**config.mk**
```make
export PLATFORM = sky130hd
export DESIGN_NAME = gst_timer
export DESIGN_NICKNAME = d
export VERILOG_FILES = /design/src/rtl/gst_pkg.sv /design/src/rtl/gst_timer.sv /design/src/rtl/gst_tick_gen.sv
export VERILOG_INCLUDE_DIRS = /design/src /design/src/rtl
export SDC_FILE = /design/constraint.sdc
export NUM_CORES = 1
export LEC_CHECK = 0
export ABC_CLOCK_PERIOD_IN_PS = 2900
export BUFFER_PORTS_ARGS = -buffer_cell sky130_fd_sc_hd__buf_2
export CAP_MARGIN = 20
export CORE_MARGIN = 1.5
export CORE_UTILIZATION = 55
export CTS_BUF_LIST = sky130_fd_sc_hd__clkbuf_8
export CTS_CLUSTER_DIAMETER = 30
export DETAILED_ROUTE_END_ITERATION = 10
export PLACE_DENSITY_LB_ADDON = 0.2
export REMOVE_ABC_BUFFERS = 1
export SYNTH_ARGS = -nofsm -noshare
export SYNTH_HDL_FRONTEND = slang
export SYNTH_SLANG_ARGS = --single-unit
```
**constraint.sdc**
```tcl
create_clock -name clock_i -period 2.9 [get_ports clock_i]
set_input_delay 0.29 -clock clock_i [delete_from_list [all_inputs] [get_ports clock_i]]
set_output_delay 0.29 -clock clock_i [all_outputs]
set_load 0.01 [all_outputs]
```
**src/rtl/gst_map.svh**
```systemverilog
`ifndef GST_MAP_SVH
`define GST_MAP_SVH

// ---------------------------------------------------------------
// register indices (byte address is four times the index)
// ---------------------------------------------------------------
`define GST_IDX_CNT_LO 12'h30c
`define GST_IDX_CNT_HI 12'h30d
`define GST_IDX_CTRL   12'h30e
`define GST_IDX_GCTRL  12'h30f
`define GST_IDX_GSEL   12'h310
`define GST_IDX_CSEL   12'h311
`define GST_IDX_FLAGS  12'h318

// ---------------------------------------------------------------
// field positions
// ---------------------------------------------------------------
`define GST_CTRL_ON     0
`define GST_CTRL_WIDE   1
`define GST_CTRL_NSYNC  2
`define GST_CTRL_PS_LSB 4
`define GST_GC_LEVEL    2
`define GST_GC_ARMED    3
`define GST_GC_SPM      4
`define GST_GC_TGL      5
`define GST_GC_POL      6
`define GST_GC_GE       7
`define GST_FL_OVF      0
`define GST_FL_GEV      1

// ---------------------------------------------------------------
// reset values, source codes and counts
// ---------------------------------------------------------------
`define GST_RST_COUNT 16'h0000
`define GST_RST_SRC   5'h00
`define GST_CS_PIN    5'h00
`define GST_CS_QSYS   5'h01
`define GST_CS_SYS    5'h02
`define GST_CS_LAST   5'h11
`define GST_GS_LAST   5'h18
`define GST_QDIV_TOP  2'h3
`define GST_CNT_MAX   16'hffff

`endif

```
**src/rtl/gst_pkg.sv**
```systemverilog
package gst_pkg;

	// single-pulse acquisition states, gray along idle-armed-run
	typedef enum logic [1:0] {
		GST_SP_IDLE  = 2'h0,
		GST_SP_ARMED = 2'h1,
		GST_SP_RUN   = 2'h3
	} gst_sp_e;

	// avalon-mm request from the master
	typedef struct packed {
		logic        read;
		logic        write;
		logic [11:0] address;
		logic [31:0] writedata;
		logic [3:0]  byteenable;
	} gst_avs_req_s;

	// count clock selector state
	typedef struct packed {
		logic       sync1;
		logic       sync2;
		logic       prev;
		logic [1:0] qdiv;
		logic       tick;
	} gst_tick_s;

	// timer state
	typedef struct packed {
		logic [15:0] count;
		logic [7:0]  hi_rd_buf;
		logic [7:0]  hi_wr_buf;
		logic        on;
		logic        wide;
		logic        nsync;
		logic [1:0]  ps;
		logic        ge;
		logic        pol;
		logic        tgl;
		logic        spm;
		gst_sp_e     sp;
		logic [4:0]  csel;
		logic [4:0]  gsel;
		logic        tff;
		logic        gate_d;
		logic        act_d;
		logic        gate_level;
		logic        ovf_fl;
		logic        gev_fl;
		logic [2:0]  pre;
		logic        busy_n;
		logic [31:0] rdata;
		logic        ovf_pulse;
	} gst_state_s;

endpackage : gst_pkg

```
**src/rtl/gst_timer.sv**
```systemverilog
`timescale 1ns/100ps
`include "gst_map.svh"

module gst_timer (
	input  wire logic                clock_i,     // system clock
	input  wire logic                arst_n_i,    // power-on reset
	input  wire logic                clk_en_i,    // freezes all state
	input  wire logic                soft_rst_i,  // non-power-on reset
	input  wire gst_pkg::gst_avs_req_s avs_req_i, // avalon request
	input  wire logic [17:0]         clk_src_i,   // count clock sources
	input  wire logic [24:0]         gate_src_i,  // gate sources
	output logic [31:0]              avs_readdata_o,    // read data
	output logic                     avs_waitrequest_o, // stall
	output logic                     overflow_o,  // wrap pulse
	output logic                     gate_level_o // current gate
);
	import gst_pkg::*;

	gst_state_s st;
	gst_state_s n;
	logic       tick;
	logic       raw;
	logic       gsig;
	logic       act;
	logic       gate_open;
	logic       psk;
	logic       inc;
	logic       wrap;
	logic       cap;
	logic       acc;
	logic [7:0] rdv;
	logic [7:0] d;

	// ---------------------------------------------------------------
	// helpers
	// ---------------------------------------------------------------
	// true when a byte address hits a register index
	function automatic logic hit(input logic [11:0] a,
		input logic [11:0] idx);
		return a == {idx[9:0], 2'h0};
	endfunction : hit

	// last prescaler count before a prescaled tick
	function automatic logic [2:0] ps_top(input logic [1:0] ps);
		case (ps)
		2'h0: ps_top = 3'h0;
		2'h1: ps_top = 3'h1;
		2'h2: ps_top = 3'h3;
		default: ps_top = 3'h7;
		endcase
	endfunction : ps_top

	// ---------------------------------------------------------------
	// count clock selection
	// ---------------------------------------------------------------
	gst_tick_gen u_tick (
		.clock_i   (clock_i),
		.arst_n_i  (arst_n_i),
		.clk_en_i  (clk_en_i),
		.clk_src_i (clk_src_i),
		.sel_i     (st.csel),
		.nsync_i   (st.nsync),
		.tick_o    (tick)
	);

	// ---------------------------------------------------------------
	// next-state logic
	// ---------------------------------------------------------------
	always_comb begin
		n = st;
		psk = 1'b0;
		inc = 1'b0;
		wrap = 1'b0;
		rdv = 8'h00;
		d = avs_req_i.writedata[7:0];
		n.ovf_pulse = 1'b0;

		// gate source and toggle stage
		raw = (st.gsel <= `GST_GS_LAST) ? gate_src_i[st.gsel] : 1'b0;
		n.gate_d = raw;
		if (!st.tgl) begin
			n.tff = 1'b0;
		end else if (raw && !st.gate_d) begin
			n.tff = ~st.tff;
		end
		gsig = st.tgl ? st.tff : raw;
		act = st.pol ? gsig : ~gsig;
		n.act_d = act;

		// single-pulse acquisition: arm, run one pulse, done
		case (st.sp)
		GST_SP_ARMED: begin
			if (act && !st.act_d) n.sp = GST_SP_RUN;
		end
		GST_SP_RUN: begin
			if (!act) n.sp = GST_SP_IDLE;
		end
		default: begin
		end
		endcase
		if (!st.spm) n.sp = GST_SP_IDLE;
		gate_open = st.spm ? (st.sp == GST_SP_RUN && act) : act;
		n.gate_level = gate_open;

		// prescaler; >= covers a code lowered mid-count
		if (st.on && tick) begin
			if (st.pre >= ps_top(st.ps)) begin
				n.pre = 3'h0;
				psk = 1'b1;
			end else begin
				n.pre = st.pre + 3'h1;
			end
		end
		inc = psk && (!st.ge || gate_open);
		if (inc) begin
			n.count = st.count + 16'h0001;
			wrap = (st.count == `GST_CNT_MAX);
		end

		// bus: data is fetched while waitrequest is high, so the
		// answer takes exactly one stall cycle while clk_en_i is high and soft_rst_i low
		cap = avs_req_i.read && st.busy_n;
		acc = (avs_req_i.read || avs_req_i.write) && !st.busy_n;
		n.busy_n = !((avs_req_i.read || avs_req_i.write) && st.busy_n);
		if (cap) begin
			if (hit(avs_req_i.address, `GST_IDX_CNT_LO)) begin
				rdv = st.count[7:0];
				if (st.wide) n.hi_rd_buf = st.count[15:8];
			end else if (hit(avs_req_i.address, `GST_IDX_CNT_HI)) begin
				rdv = st.wide ? st.hi_rd_buf : st.count[15:8];
			end else if (hit(avs_req_i.address, `GST_IDX_CTRL)) begin
				rdv = {2'h0, st.ps, 1'b0, st.nsync, st.wide, st.on};
			end else if (hit(avs_req_i.address, `GST_IDX_GCTRL)) begin
				rdv = {st.ge, st.pol, st.tgl, st.spm,
					st.sp != GST_SP_IDLE, st.gate_level, 2'h0};
			end else if (hit(avs_req_i.address, `GST_IDX_GSEL)) begin
				rdv = {3'h0, st.gsel};
			end else if (hit(avs_req_i.address, `GST_IDX_CSEL)) begin
				rdv = {3'h0, st.csel};
			end else if (hit(avs_req_i.address, `GST_IDX_FLAGS)) begin
				rdv = {6'h00, st.gev_fl, st.ovf_fl};
			end
			n.rdata = {24'h000000, rdv};
		end

		// writes land on the accepting edge and beat the counter
		if (acc && avs_req_i.write && avs_req_i.byteenable[0]) begin
			if (hit(avs_req_i.address, `GST_IDX_CNT_LO)) begin
				if (st.wide) n.count = {st.hi_wr_buf, d};
				else n.count[7:0] = d;
			end else if (hit(avs_req_i.address, `GST_IDX_CNT_HI)) begin
				if (st.wide) n.hi_wr_buf = d;
				else n.count[15:8] = d;
			end else if (hit(avs_req_i.address, `GST_IDX_CTRL)) begin
				n.on = d[`GST_CTRL_ON];
				n.wide = d[`GST_CTRL_WIDE];
				n.nsync = d[`GST_CTRL_NSYNC];
				n.ps = d[`GST_CTRL_PS_LSB +: 2];
			end else if (hit(avs_req_i.address, `GST_IDX_GCTRL)) begin
				n.ge = d[`GST_GC_GE];
				n.pol = d[`GST_GC_POL];
				n.tgl = d[`GST_GC_TGL];
				n.spm = d[`GST_GC_SPM];
				if (!d[`GST_GC_SPM] || !d[`GST_GC_ARMED]) begin
					n.sp = GST_SP_IDLE;
				end else if (st.sp == GST_SP_IDLE) begin
					n.sp = GST_SP_ARMED;
				end
			end else if (hit(avs_req_i.address, `GST_IDX_GSEL)) begin
				n.gsel = d[4:0];
			end else if (hit(avs_req_i.address, `GST_IDX_CSEL)) begin
				n.csel = d[4:0];
			end else if (hit(avs_req_i.address, `GST_IDX_FLAGS)) begin
				if (d[`GST_FL_OVF]) n.ovf_fl = 1'b0;
				if (d[`GST_FL_GEV]) n.gev_fl = 1'b0;
			end
		end

		// hardware sets come last so they win over a clear
		if (wrap) begin
			n.ovf_fl = 1'b1;
			n.ovf_pulse = 1'b1;
		end
		if (st.gate_level && !gate_open) n.gev_fl = 1'b1;

		// non-power-on reset keeps count and configuration
		if (soft_rst_i) begin
			n.busy_n = 1'b1;
			n.pre = 3'h0;
			n.ovf_pulse = 1'b0;
		end
	end

	// ---------------------------------------------------------------
	// state register
	// ---------------------------------------------------------------
	always_ff @(posedge clock_i or negedge arst_n_i) begin
		if (!arst_n_i) begin
			st <= '0;
			st.busy_n <= 1'b1;
		end else if (clk_en_i) begin
			st <= n;
		end
	end

	// outputs straight from the state register
	assign avs_readdata_o = st.rdata;
	assign avs_waitrequest_o = st.busy_n;
	assign overflow_o = st.ovf_pulse;
	assign gate_level_o = st.gate_level;
endmodule : gst_timer

```
**src/rtl/gst_tick_gen.sv**
```systemverilog
`timescale 1ns/100ps
`include "gst_map.svh"

module gst_tick_gen (
	input  wire logic        clock_i,   // system clock
	input  wire logic        arst_n_i,  // power-on reset
	input  wire logic        clk_en_i,  // freezes state when low
	input  wire logic [17:0] clk_src_i, // count clock sources by code
	input  wire logic [4:0]  sel_i,     // clock source code
	input  wire logic        nsync_i,   // 1: skip synchroniser
	output logic             tick_o     // one-cycle count tick
);
	import gst_pkg::*;

	gst_tick_s st;
	gst_tick_s n;
	logic      src;
	logic      lvl;

	// ---------------------------------------------------------------
	// source mux, synchroniser and edge detect
	// ---------------------------------------------------------------
	always_comb begin
		n = st;
		src = (sel_i <= `GST_CS_LAST) ? clk_src_i[sel_i] : 1'b0;
		n.sync1 = src;
		n.sync2 = st.sync1;
		lvl = nsync_i ? src : st.sync2;
		n.prev = lvl;
		n.qdiv = st.qdiv + 2'h1;
		// system rates bypass the sync bit entirely
		if (sel_i == `GST_CS_SYS) begin
			n.tick = 1'b1;
		end else if (sel_i == `GST_CS_QSYS) begin
			n.tick = (st.qdiv == `GST_QDIV_TOP);
		end else begin
			n.tick = lvl && !st.prev;
		end
	end

	// state register
	always_ff @(posedge clock_i or negedge arst_n_i) begin
		if (!arst_n_i) begin
			st <= '0;
		end else if (clk_en_i) begin
			st <= n;
		end
	end

	assign tick_o = st.tick;
endmodule : gst_tick_gen

```
---- Word level (Yosys, flattened, before mapping) ----
Index checks and enable logic that the tools add are counted.
W data, S select, Z words.
storage, ports and cells
  memory bits (writable) .................. 0
  output and inout port bits .............. 35
  memories ................................ 0
  memory bits (read-only) ................. 0
  word-level logic and storage cells ...... 183
  bits in registers ....................... 78
  latch bits .............................. 0
  input bits .............................. 97
cells by class
  equality and inequality tests ........... 28
  shifts and indexed selects .............. 0
  multiply operators ...................... 0
  bitwise operators ....................... 7
  reduce and logical (&&, ||, !) cells .... 45
  add/sub/neg operators ................... 3
  mux-type cells .......................... 66
  $lt $le $gt $ge ......................... 5
  div/mod/pow operators ................... 0
operators with widths
  kind                     count
  $eq A12 B12 Y1 const B   7
  $mux W8                  10
  $mux W12                 4
  $mux W16                 2
  $mux W2                  15
  $mux W5                  5
  $mux W1                  21
  $reduce_and A10 Y1       2
  $add A16 B1 Y16 const B  1
  $eq A16 B16 Y1 const B   1
  $reduce_bool A2 Y1       8
  $ne A2 B1 Y1 const B     7
  $logic_and A1 B1 Y1      12
  $lt A5 B6 Y1 const B     2
  $ne A2 B2 Y1 const B     6
  $bmux W1 S5              2
  $le A5 B5 Y1 const B     2
  $mux W10                 1
  $reduce_and A5 Y1        2
  $logic_not A1 Y1         9
  $mux W3                  3
  $pmux W3 S3              1
  $reduce_and A8 Y1        1
  $not A1 Y1               7
  15 further kinds         23

---- Depth between registers and ports, before layout ----
Gate-level depths: netlist of run 1.
  depth in word-level cells ............... 17
  gate-level depth with buffers ........... 11
  mapped depth without buffers ............ 10

---- Modules after synthesis ----
Synthesis of run 1 repeated with hierarchy kept, for this count alone.
unflattened totals
  cells, all modules ...................... 526
  area total of the unflattened synthesis .. 5084.9 sq um
modules (own cells, without submodules)
  module        seq. area each (sq um)  times used  area each (sq um)  cells an instance
  gst_timer     1803.0                  1           4600.7             481
  gst_tick_gen  150.1                   1           484.2              45

---- Least setup slack after synthesis of run 1 ----
OpenSTA, ideal clock, no wires.
  kind .................................... register to register
  start point ............................. register st[43] (netlist bit)
  end point ............................... register st[89] (netlist bit)
  path buffers ............................ 1
  slack ................................... 0.353 ns
  stages on the path, launching flop included .. 10
  required time ........................... 2.835 ns
  clock period less this slack ............ 2.547 ns
  data arrival time ....................... 2.481 ns
  library setup time ...................... 0.065 ns
  cell sequence ........................... dfrtp_1 buf_6 mux4_2 a31o_1 a211oi_2 or2_2 mux2_2 a21bo_2 a311oi_1 o22a_1
between the ends
  word-level cells in the longest chain between the ends .. 15
  elaborated cells on any way between the ends .. 17
  those cells by class .................... 1 x order compare; 12 x mux; 1 x bitwise; 3 x reduce/logical
ends and longest elaborated chain
  what                           line              source
  from (decl)                    gst_timer.sv:19   gst_state_s st;
  from (signal assigned)         gst_timer.sv:202  st <= n;
  $bmux W1 S5                    gst_timer.sv:79   raw = (st.gsel <= `GST_GS_LAST) ? gate_src_i[st.gsel] : 1'b0;
  $mux W1 (not written as such)  gst_timer.sv:79
  $mux W1 *                      gst_timer.sv:79
  $mux W1 *                      gst_timer.sv:86   gsig = st.tgl ? st.tff : raw;
  $not A1 Y1                     gst_timer.sv:87   act = st.pol ? gsig : ~gsig;
  $mux W1 *                      gst_timer.sv:87
  $logic_and A1 B1 Y1            gst_timer.sv:102  gate_open = st.spm ? (st.sp == GST_SP_RUN && act) : act;
  $mux W1 *                      gst_timer.sv:102
  $logic_or A1 B1 Y1 *           gst_timer.sv:114  inc = psk && (!st.ge || gate_open);
  $logic_and A1 B1 Y1 *          gst_timer.sv:114
  $mux W16 *                     gst_timer.sv:115  if (inc) begin
  $mux W8                        gst_timer.sv:152  if (st.wide) n.hi_wr_buf = d;
  $mux W8                        gst_timer.sv:151  end else if (hit(avs_req_i.address, `GST_IDX_CNT_HI)) begin
  $mux W8                        gst_timer.sv:148  if (hit(avs_req_i.address, `GST_IDX_CNT_LO)) begin
  $mux W16 *                     gst_timer.sv:147  if (acc && avs_req_i.write && avs_req_i.byteenable[0]) begin
Every way passes the cells marked *; elsewhere a longest branch is shown, timed or not. The select of a mux whose other input is x is not followed.
A chain may end at the register's enable or synchronous reset.

---- Worst setup path in the final report of run 1 ----
Ends and elaborated chain as after synthesis.

==> out/qor.yml, run 1 <==
outcome: "complete, but fails checks"
violations: "design-rule violations"
hold_viol_final: 0
dr.first_iter.drc_count: 350
clk_latency_ps: 360
die_h_um: 98.7
via_count: 4350
area_delta_synth_final_pct: 12.4
grt_pass1_wl_um: 21700
reg2reg_slack_ps: 110
viasPerCell: 6.19
gp_congestion: 0.925
timing.final.ws_setup_ps: 113
fill_cells: 726
synth-edff-count: 0
worst_pin_slew_ps: 985
yosys.area.top_type: "dfrtp_1"
seq_power_share_pct: 54.1
postSynthCellCount: 511
cts-root-buf: "clkbuf_8"
dpl.hpwl_um: 10100
required_ps: 3190
worst_ep_arrival_time_ps: 3080
seq_area_frac_synth_pct: 38.8
cts_sinks: 78
power.clock.fraction_pct: 34.3
fin_setup_tns_ps: 0
dr.pass1.iters: 8
path_max_fanout: 4
slew_violations: 0
antenna_found_initial: 0
combPwrFrac_pct: 11.6
avgSynthCellArea_um2: 9.86
yosysTopAreaCellShare_pct: 38.2
finalWirelength_um: 13400
ant_nets: 0
p_int_uw: 1560
setup_viol: 0
swShare_pct: 27.0
path_clk_slew_ps: 80
max_freq_ghz: 0.359
r2r_start: "st[43]"
syn_area_um2: 5040
path_class: "reg -> reg"
num_rows: 34
globalRouteTotalUtil_pct: 28.9
core_um2: 8810
p_sw_uw: 577
async_flop_share_pct: 100
clockBufferDepth: 2
yosys-top-cells-area: "dfrtp_1 (38%), mux2_2 (9.2%), buf_4 (4.9%), nand2_1 (3.7%), mux4_2 (2.7%)"
layout.nets: 693
place_area_um2: 5450
cts_tree: "yes"
drcViolationCount: 13
slew_headroom_pct: 34.3
portBuffers: 80
synth_cell_type_count: 79
start_kind: "register"
wl_per_cell_um: 19.0
powerDensity_nw_per_um2: 378
start_util_pct: 57.2
dpl_worst_slack_ps: 19.1
die-width_um: 98.7
cts-buffers-inserted: 9
finalCritPeriodShare_pct: 96.1
drive_gt1_share_pct: 30.6
fin_worst_skew_ps: 12.9
grt_pass1_vias: 4246
grt_overflow: 0
antenna_cells: 0
cap_violations: 0
grt_max_degree: 79
endpoint_kind: "register"
vdd_ir_drop_max_uv: 283
reg2reg_to: "st[89]"
ys.flop_type: "dfrtp_1"
design_area_um2: 5660
r2r_cells: 8
yosysWarnings: 0
dieArea_um2: 9740
htreeDepth: 3
hp-class: "in -> async"
synth_most_common_cell: "dfrtp_1"
ys_ff_latch: 78
synth_commonest_cells: "dfrtp_1 (77), nand2_1 (49), mux2_2 (41)"
post-route-min-period_ps: 2790
io-pin-count: 132
p_leak_uw: 0.00262
## metrics by stage
stage	hold WS, ps	instances	power [uW]	util, %
floorplan	-5.59	479	1290	-
global placement	453	686	1420	61.9
detailed placement	466	686	1430	61.9
CTS	130	702	2150	63.9
global route	181	703	2230	64.3
finish	68.4	703	2140	64.3
## per-layer routing
layer / routed length [um] / part of all wire (%) / global-route usage, %
met1: 5870 / 44 / 40.4
met2: 6140 / 46 / 45.1
met3: 931 / 7.0 / 4.54
met4: 451 / 3.4 / 12.3
met5: 0 / 0 / 0
## state kept, by name, indices dropped and copies added (netlist names)
| signal | count |
|---|---|
| avs_waitrequest_o | 1 |
| u_tick.tick_o | 1 |
| avs_readdata_o | 8 |
| st | 61 |
| u_tick.st | 4 |
| overflow_o | 1 |
| gate_level_o | 1 |
| u_tick.n | 1 |
## area by class of cell
class / instances / area [um2] / area share [%]
tap: 108 / 135 / 2.39
timing repair buffer: 100 / 553 / 9.76
multi-input combinational: 386 / 2790 / 49.3
clock buffer: 10 / 138 / 2.43
sequential: 78 / 1960 / 34.5
inverter: 15 / 56.3 / 0.994
clock inverter: 6 / 32.5 / 0.574
## critical path: stages (launching register included)
cell and delay, ps:
dfrtp_2 410, mux4_2 510, a31o_1 240, a211oi_2 310, or2_4 220, mux2_2 380, a21bo_2 220, a311oi_1 270
o22a_1 180
## cells by family (layout without fill, tap and decap cells)
kind of cell    count (synthesis)  count (layout)  synth area share, %
flops                          78              78                 38.8
xor+xnor                        4               4                0.695
compound gates                124             124                 18.1
other cells                     1              24               0.0744
fa+ha+maj                       6               6                 1.49
buf+inv                        70             131                 8.10
simple gates                  166             166                 17.0
mux                            62              62                 15.8
## power by group through the flow
stage	Combinational, uW	Sequential [uW]	Clock, uW
2_1_floorplan	112	1180	0
3_3_place_gp	242	1180	0
3_5_place_dp	249	1180	0
4_1_cts	250	1160	746
5_1_grt	280	1160	786
6_report	248	1160	734
## cells in the final DEF, fill, tap and decap left out, drive strengths merged, types with 12 or more instances in the layout
master / instances
inv: 17
nand2: 49
nor2: 35
conb: 24
mux2: 41
o21ai: 19
mux2i: 12
dfrtp: 77
nand3: 14
buf: 100
a21oi: 25
## what timing repair did
item,CTS,global route
resized for setup,0,9
buffers inserted,0,1
setup endpoints to repair,0,11
hold buffers,0,0
## how the worst max path moves through the flow
| stage | startpoint | to | slack [ps] | cells past startpoint |
|---|---|---|---|---|
| after floorplan | st[43] | st[92] | 280 | 8 |
| after global placement | st[43] | st[89] | 120 | 8 |
| after detailed placement | st[43] | st[92] | 20 | 9 |
| after CTS | st[43] | st[89] | 30 | 8 |
| after global routing | st[60] | st[92] | -10 | 12 |
| final | st[43] | st[89] | 110 | 8 |
Power figures use the tool's default switching activity.
==> run 2, diff against run 1 <==
- CORE_ASPECT_RATIO: default -> 0.75
==> run 2 against run 1 <==
Net effect:
- the run now ends clean
- setup slack improved by 27 ps
- critical path type unchanged
- maximum frequency is 0.98% higher
- critical path depth grew 2
- sequential share of layout area down 0.57 points
- first-iteration DRC count up 18%
- worst hold slack better by 28 ps
- clock skew fell by 7.5 ps
- wire length increased by 2.9%
- combinational power rose by 7%
==> out/qor.yml, run 2 (synthesized netlist as in run 1, its figures left out) <==
reg2reg_slack_ps: 140  # +30 ps
vdd_ir_drop_max_uv: 264  # -6.6%
max_freq_ghz: 0.362  # +0.98%
path_max_fanout: 4  # unchanged
hp-class: "in -> async"
cap_violations: 0  # unchanged
grt_max_degree: 79  # unchanged
drcViolationCount: 0  # -13
p_leak_uw: 0.00267  # +2.2%
dieArea_um2: 9750  # about the same
regMostFlops: "st"
num_rows: 30  # -12%
area_delta_synth_final_pct: 14.2
gp_congestion: 1.03  # +11%
powerDensity_nw_per_um2: 390  # +3.3%
use_met3_pct: 6.43  # +1.9 points
rsz0062_at_grt: "false"
met2_usage_pct: 45.8  # +0.70 points
largest_register_ffs: 61  # unchanged
viasPerCell: 6.24  # +0.80%
cts_hold_buf: 0  # unchanged
worstSetupEndpoint: "st[89]"
finalCritPeriodShare_pct: 95.2  # -0.93 points
power.total_uw: 2240  # +4.9%
fin_worst_skew_ps: 5.36  # -7.52 ps
worst_pin_slew_ps: 974  # -11.0 ps
cts-root-buf: "clkbuf_8"
clk_latency_ps: 350  # about the same
start_kind: "register"
post-route-min-period_ps: 2760  # -26.9 ps
most-common-layout-cells: "buf_2 (79), dfrtp_1 (75), nand2_1 (49), mux2_2 (41), nor2_1 (35)"
clockBufferDepth: 2  # unchanged
dr.pass1.iters: 5  # -3
htreeDepth: 3  # unchanged
cts_tree: "yes"
drive_gt1_share_pct: 31.9  # +1.3 points
path_clk_slew_ps: 80  # about the same
fin_util_pct: 64.2  # -0.17 points
die_h_um: 85.9  # -13%
dpl.hpwl_um: 10300  # +1.7%
outcome: "completed"
p_sw_uw: 565  # -2.1%
worst_ep_arrival_time_ps: 3050  # -30 ps
slew_violations: 0  # unchanged
combPwrFrac_pct: 11.8  # +0.2 points
required_ps: 3190  # about the same
finalWirelength_um: 13800  # +2.9%
fin_setup_tns_ps: 0  # unchanged
ant_nets: 0  # unchanged
hold_viol_final: 0  # unchanged
wl_per_cell_um: 19.2  # +0.93%
antenna_cells: 0  # unchanged
dr.first_iter.drc_count: 412  # +18%
start_util_pct: 56.2  # -1.1 points
io-pin-count: 132  # unchanged
via_count: 4472  # +2.8%
cp-startpoint: "st[43]"
die-width_um: 114  # +15%
crit_chain: "buf_4, mux4_2, and3_1, a211oi_2, buf_4, or2_2, mux2_2, a21bo_2, a311oi_1, o22a_1"
cts-buffers-inserted: 9  # unchanged
swShare_pct: 25.2  # -1.8 points
p_int_uw: 1680  # +7.5%
top_usage_layer: "met2"
cts_sinks: 78  # unchanged
reg2reg_to: "st[89]"
cp_slowest_stage_delay_ps: 490  # -20 ps
r2r_start: "st[43]"
grt_pass1_vias: 4275  # +0.68%
grt_pass1_wl_um: 22100  # +2.2%
grt_use_met1_pct: 42.3  # +1.8 points
seq_power_share_pct: 51.5  # -2.6 points
dpl_worst_slack_ps: -94.1  # -113 ps
cp_slowest_cell: "mux4_2"
crit_buf_inv: 2  # +2
r2r_cells: 10  # +2
core_um2: 8970  # +1.9%
globalRouteTotalUtil_pct: 29.5  # +0.63 points
portBuffers: 80  # unchanged
path_class: "reg -> reg"
layout.nets: 703  # +1.4%
final_common_cell: "buf_2"
critPathTopFamily: "multiplexers"
grt_overflow: 0  # unchanged
slew_headroom_pct: 35.1  # +0.73 points
antenna_found_initial: 0  # unchanged
setup_viol: 0  # unchanged
path_depth: 10  # +2
timing.final.ws_setup_ps: 140  # +26.9 ps
path_common_cell: "buf_4"
power.clock.fraction_pct: 36.7  # +2.4 points
endpoint_kind: "register"
run 2: cell count changes in the layout (fill, tap and decap cells not counted), sizes merged:
cell      previous run  this run
bufinv               0         1
clkbuf              10        11
clkinv               2         1
clkinvlp             2         1
buf                100       110
run 2: through the flow:
step                std cells  hold slack (ps)  area, um2
floorplan                 479            -5.59       4770
global placement          698              452       5520
detailed placement        698              451       5520
CTS                       717              131       5750
global route              717              177       5760
finish                    717             96.8       5760
run 2: worst min path at each step:
stage,start,to,slack (ps),cells after the start
after floorplan,arst_n_i,avs_readdata_o[0],-6,0
after global placement,st[38],st[38],450,2
after detailed placement,avs_readdata_o[5],avs_readdata_o[5],450,2
after CTS,arst_n_i,st[67],130,1
after global routing,arst_n_i,avs_readdata_o[1],180,1
final,arst_n_i,avs_readdata_o[1],100,1
run 2: layout make-up:
type	instances	area, um2
fill	756	3220
multi-input combinational	386	2770
sequential	78	1960
timing repair buffer	110	632
clock buffer	11	151
tap	112	140
inverter	15	56.3
clock inverter	5	50.0
run 2: metal layers:
layer / wire length [um] / vias up
met1: 5950 / 2174
met3: 1450 / 20
li1: - / 2031
met4: 181 / 0
met2: 6200 / 247
met5: 0 / -
run 2: power groups by stage:
| stage | Sequential (uW) | Combinational, uW | Clock (uW) |
|---|---|---|---|
| after floorplan | 1180 | 112 | 0 |
| after global placement | 1180 | 253 | 0 |
| after detailed placement | 1180 | 263 | 0 |
| after CTS | 1160 | 264 | 839 |
| after global routing | 1160 | 296 | 876 |
| final | 1160 | 265 | 825 |
run 2: timing repair:
| item | in CTS | in global routing |
|---|---|---|
| pin swaps | 2 | 4 |
| resized for setup | 2 | 9 |
| setup buffers | 3 | 0 |
| setup endpoints to repair | 10 | 16 |
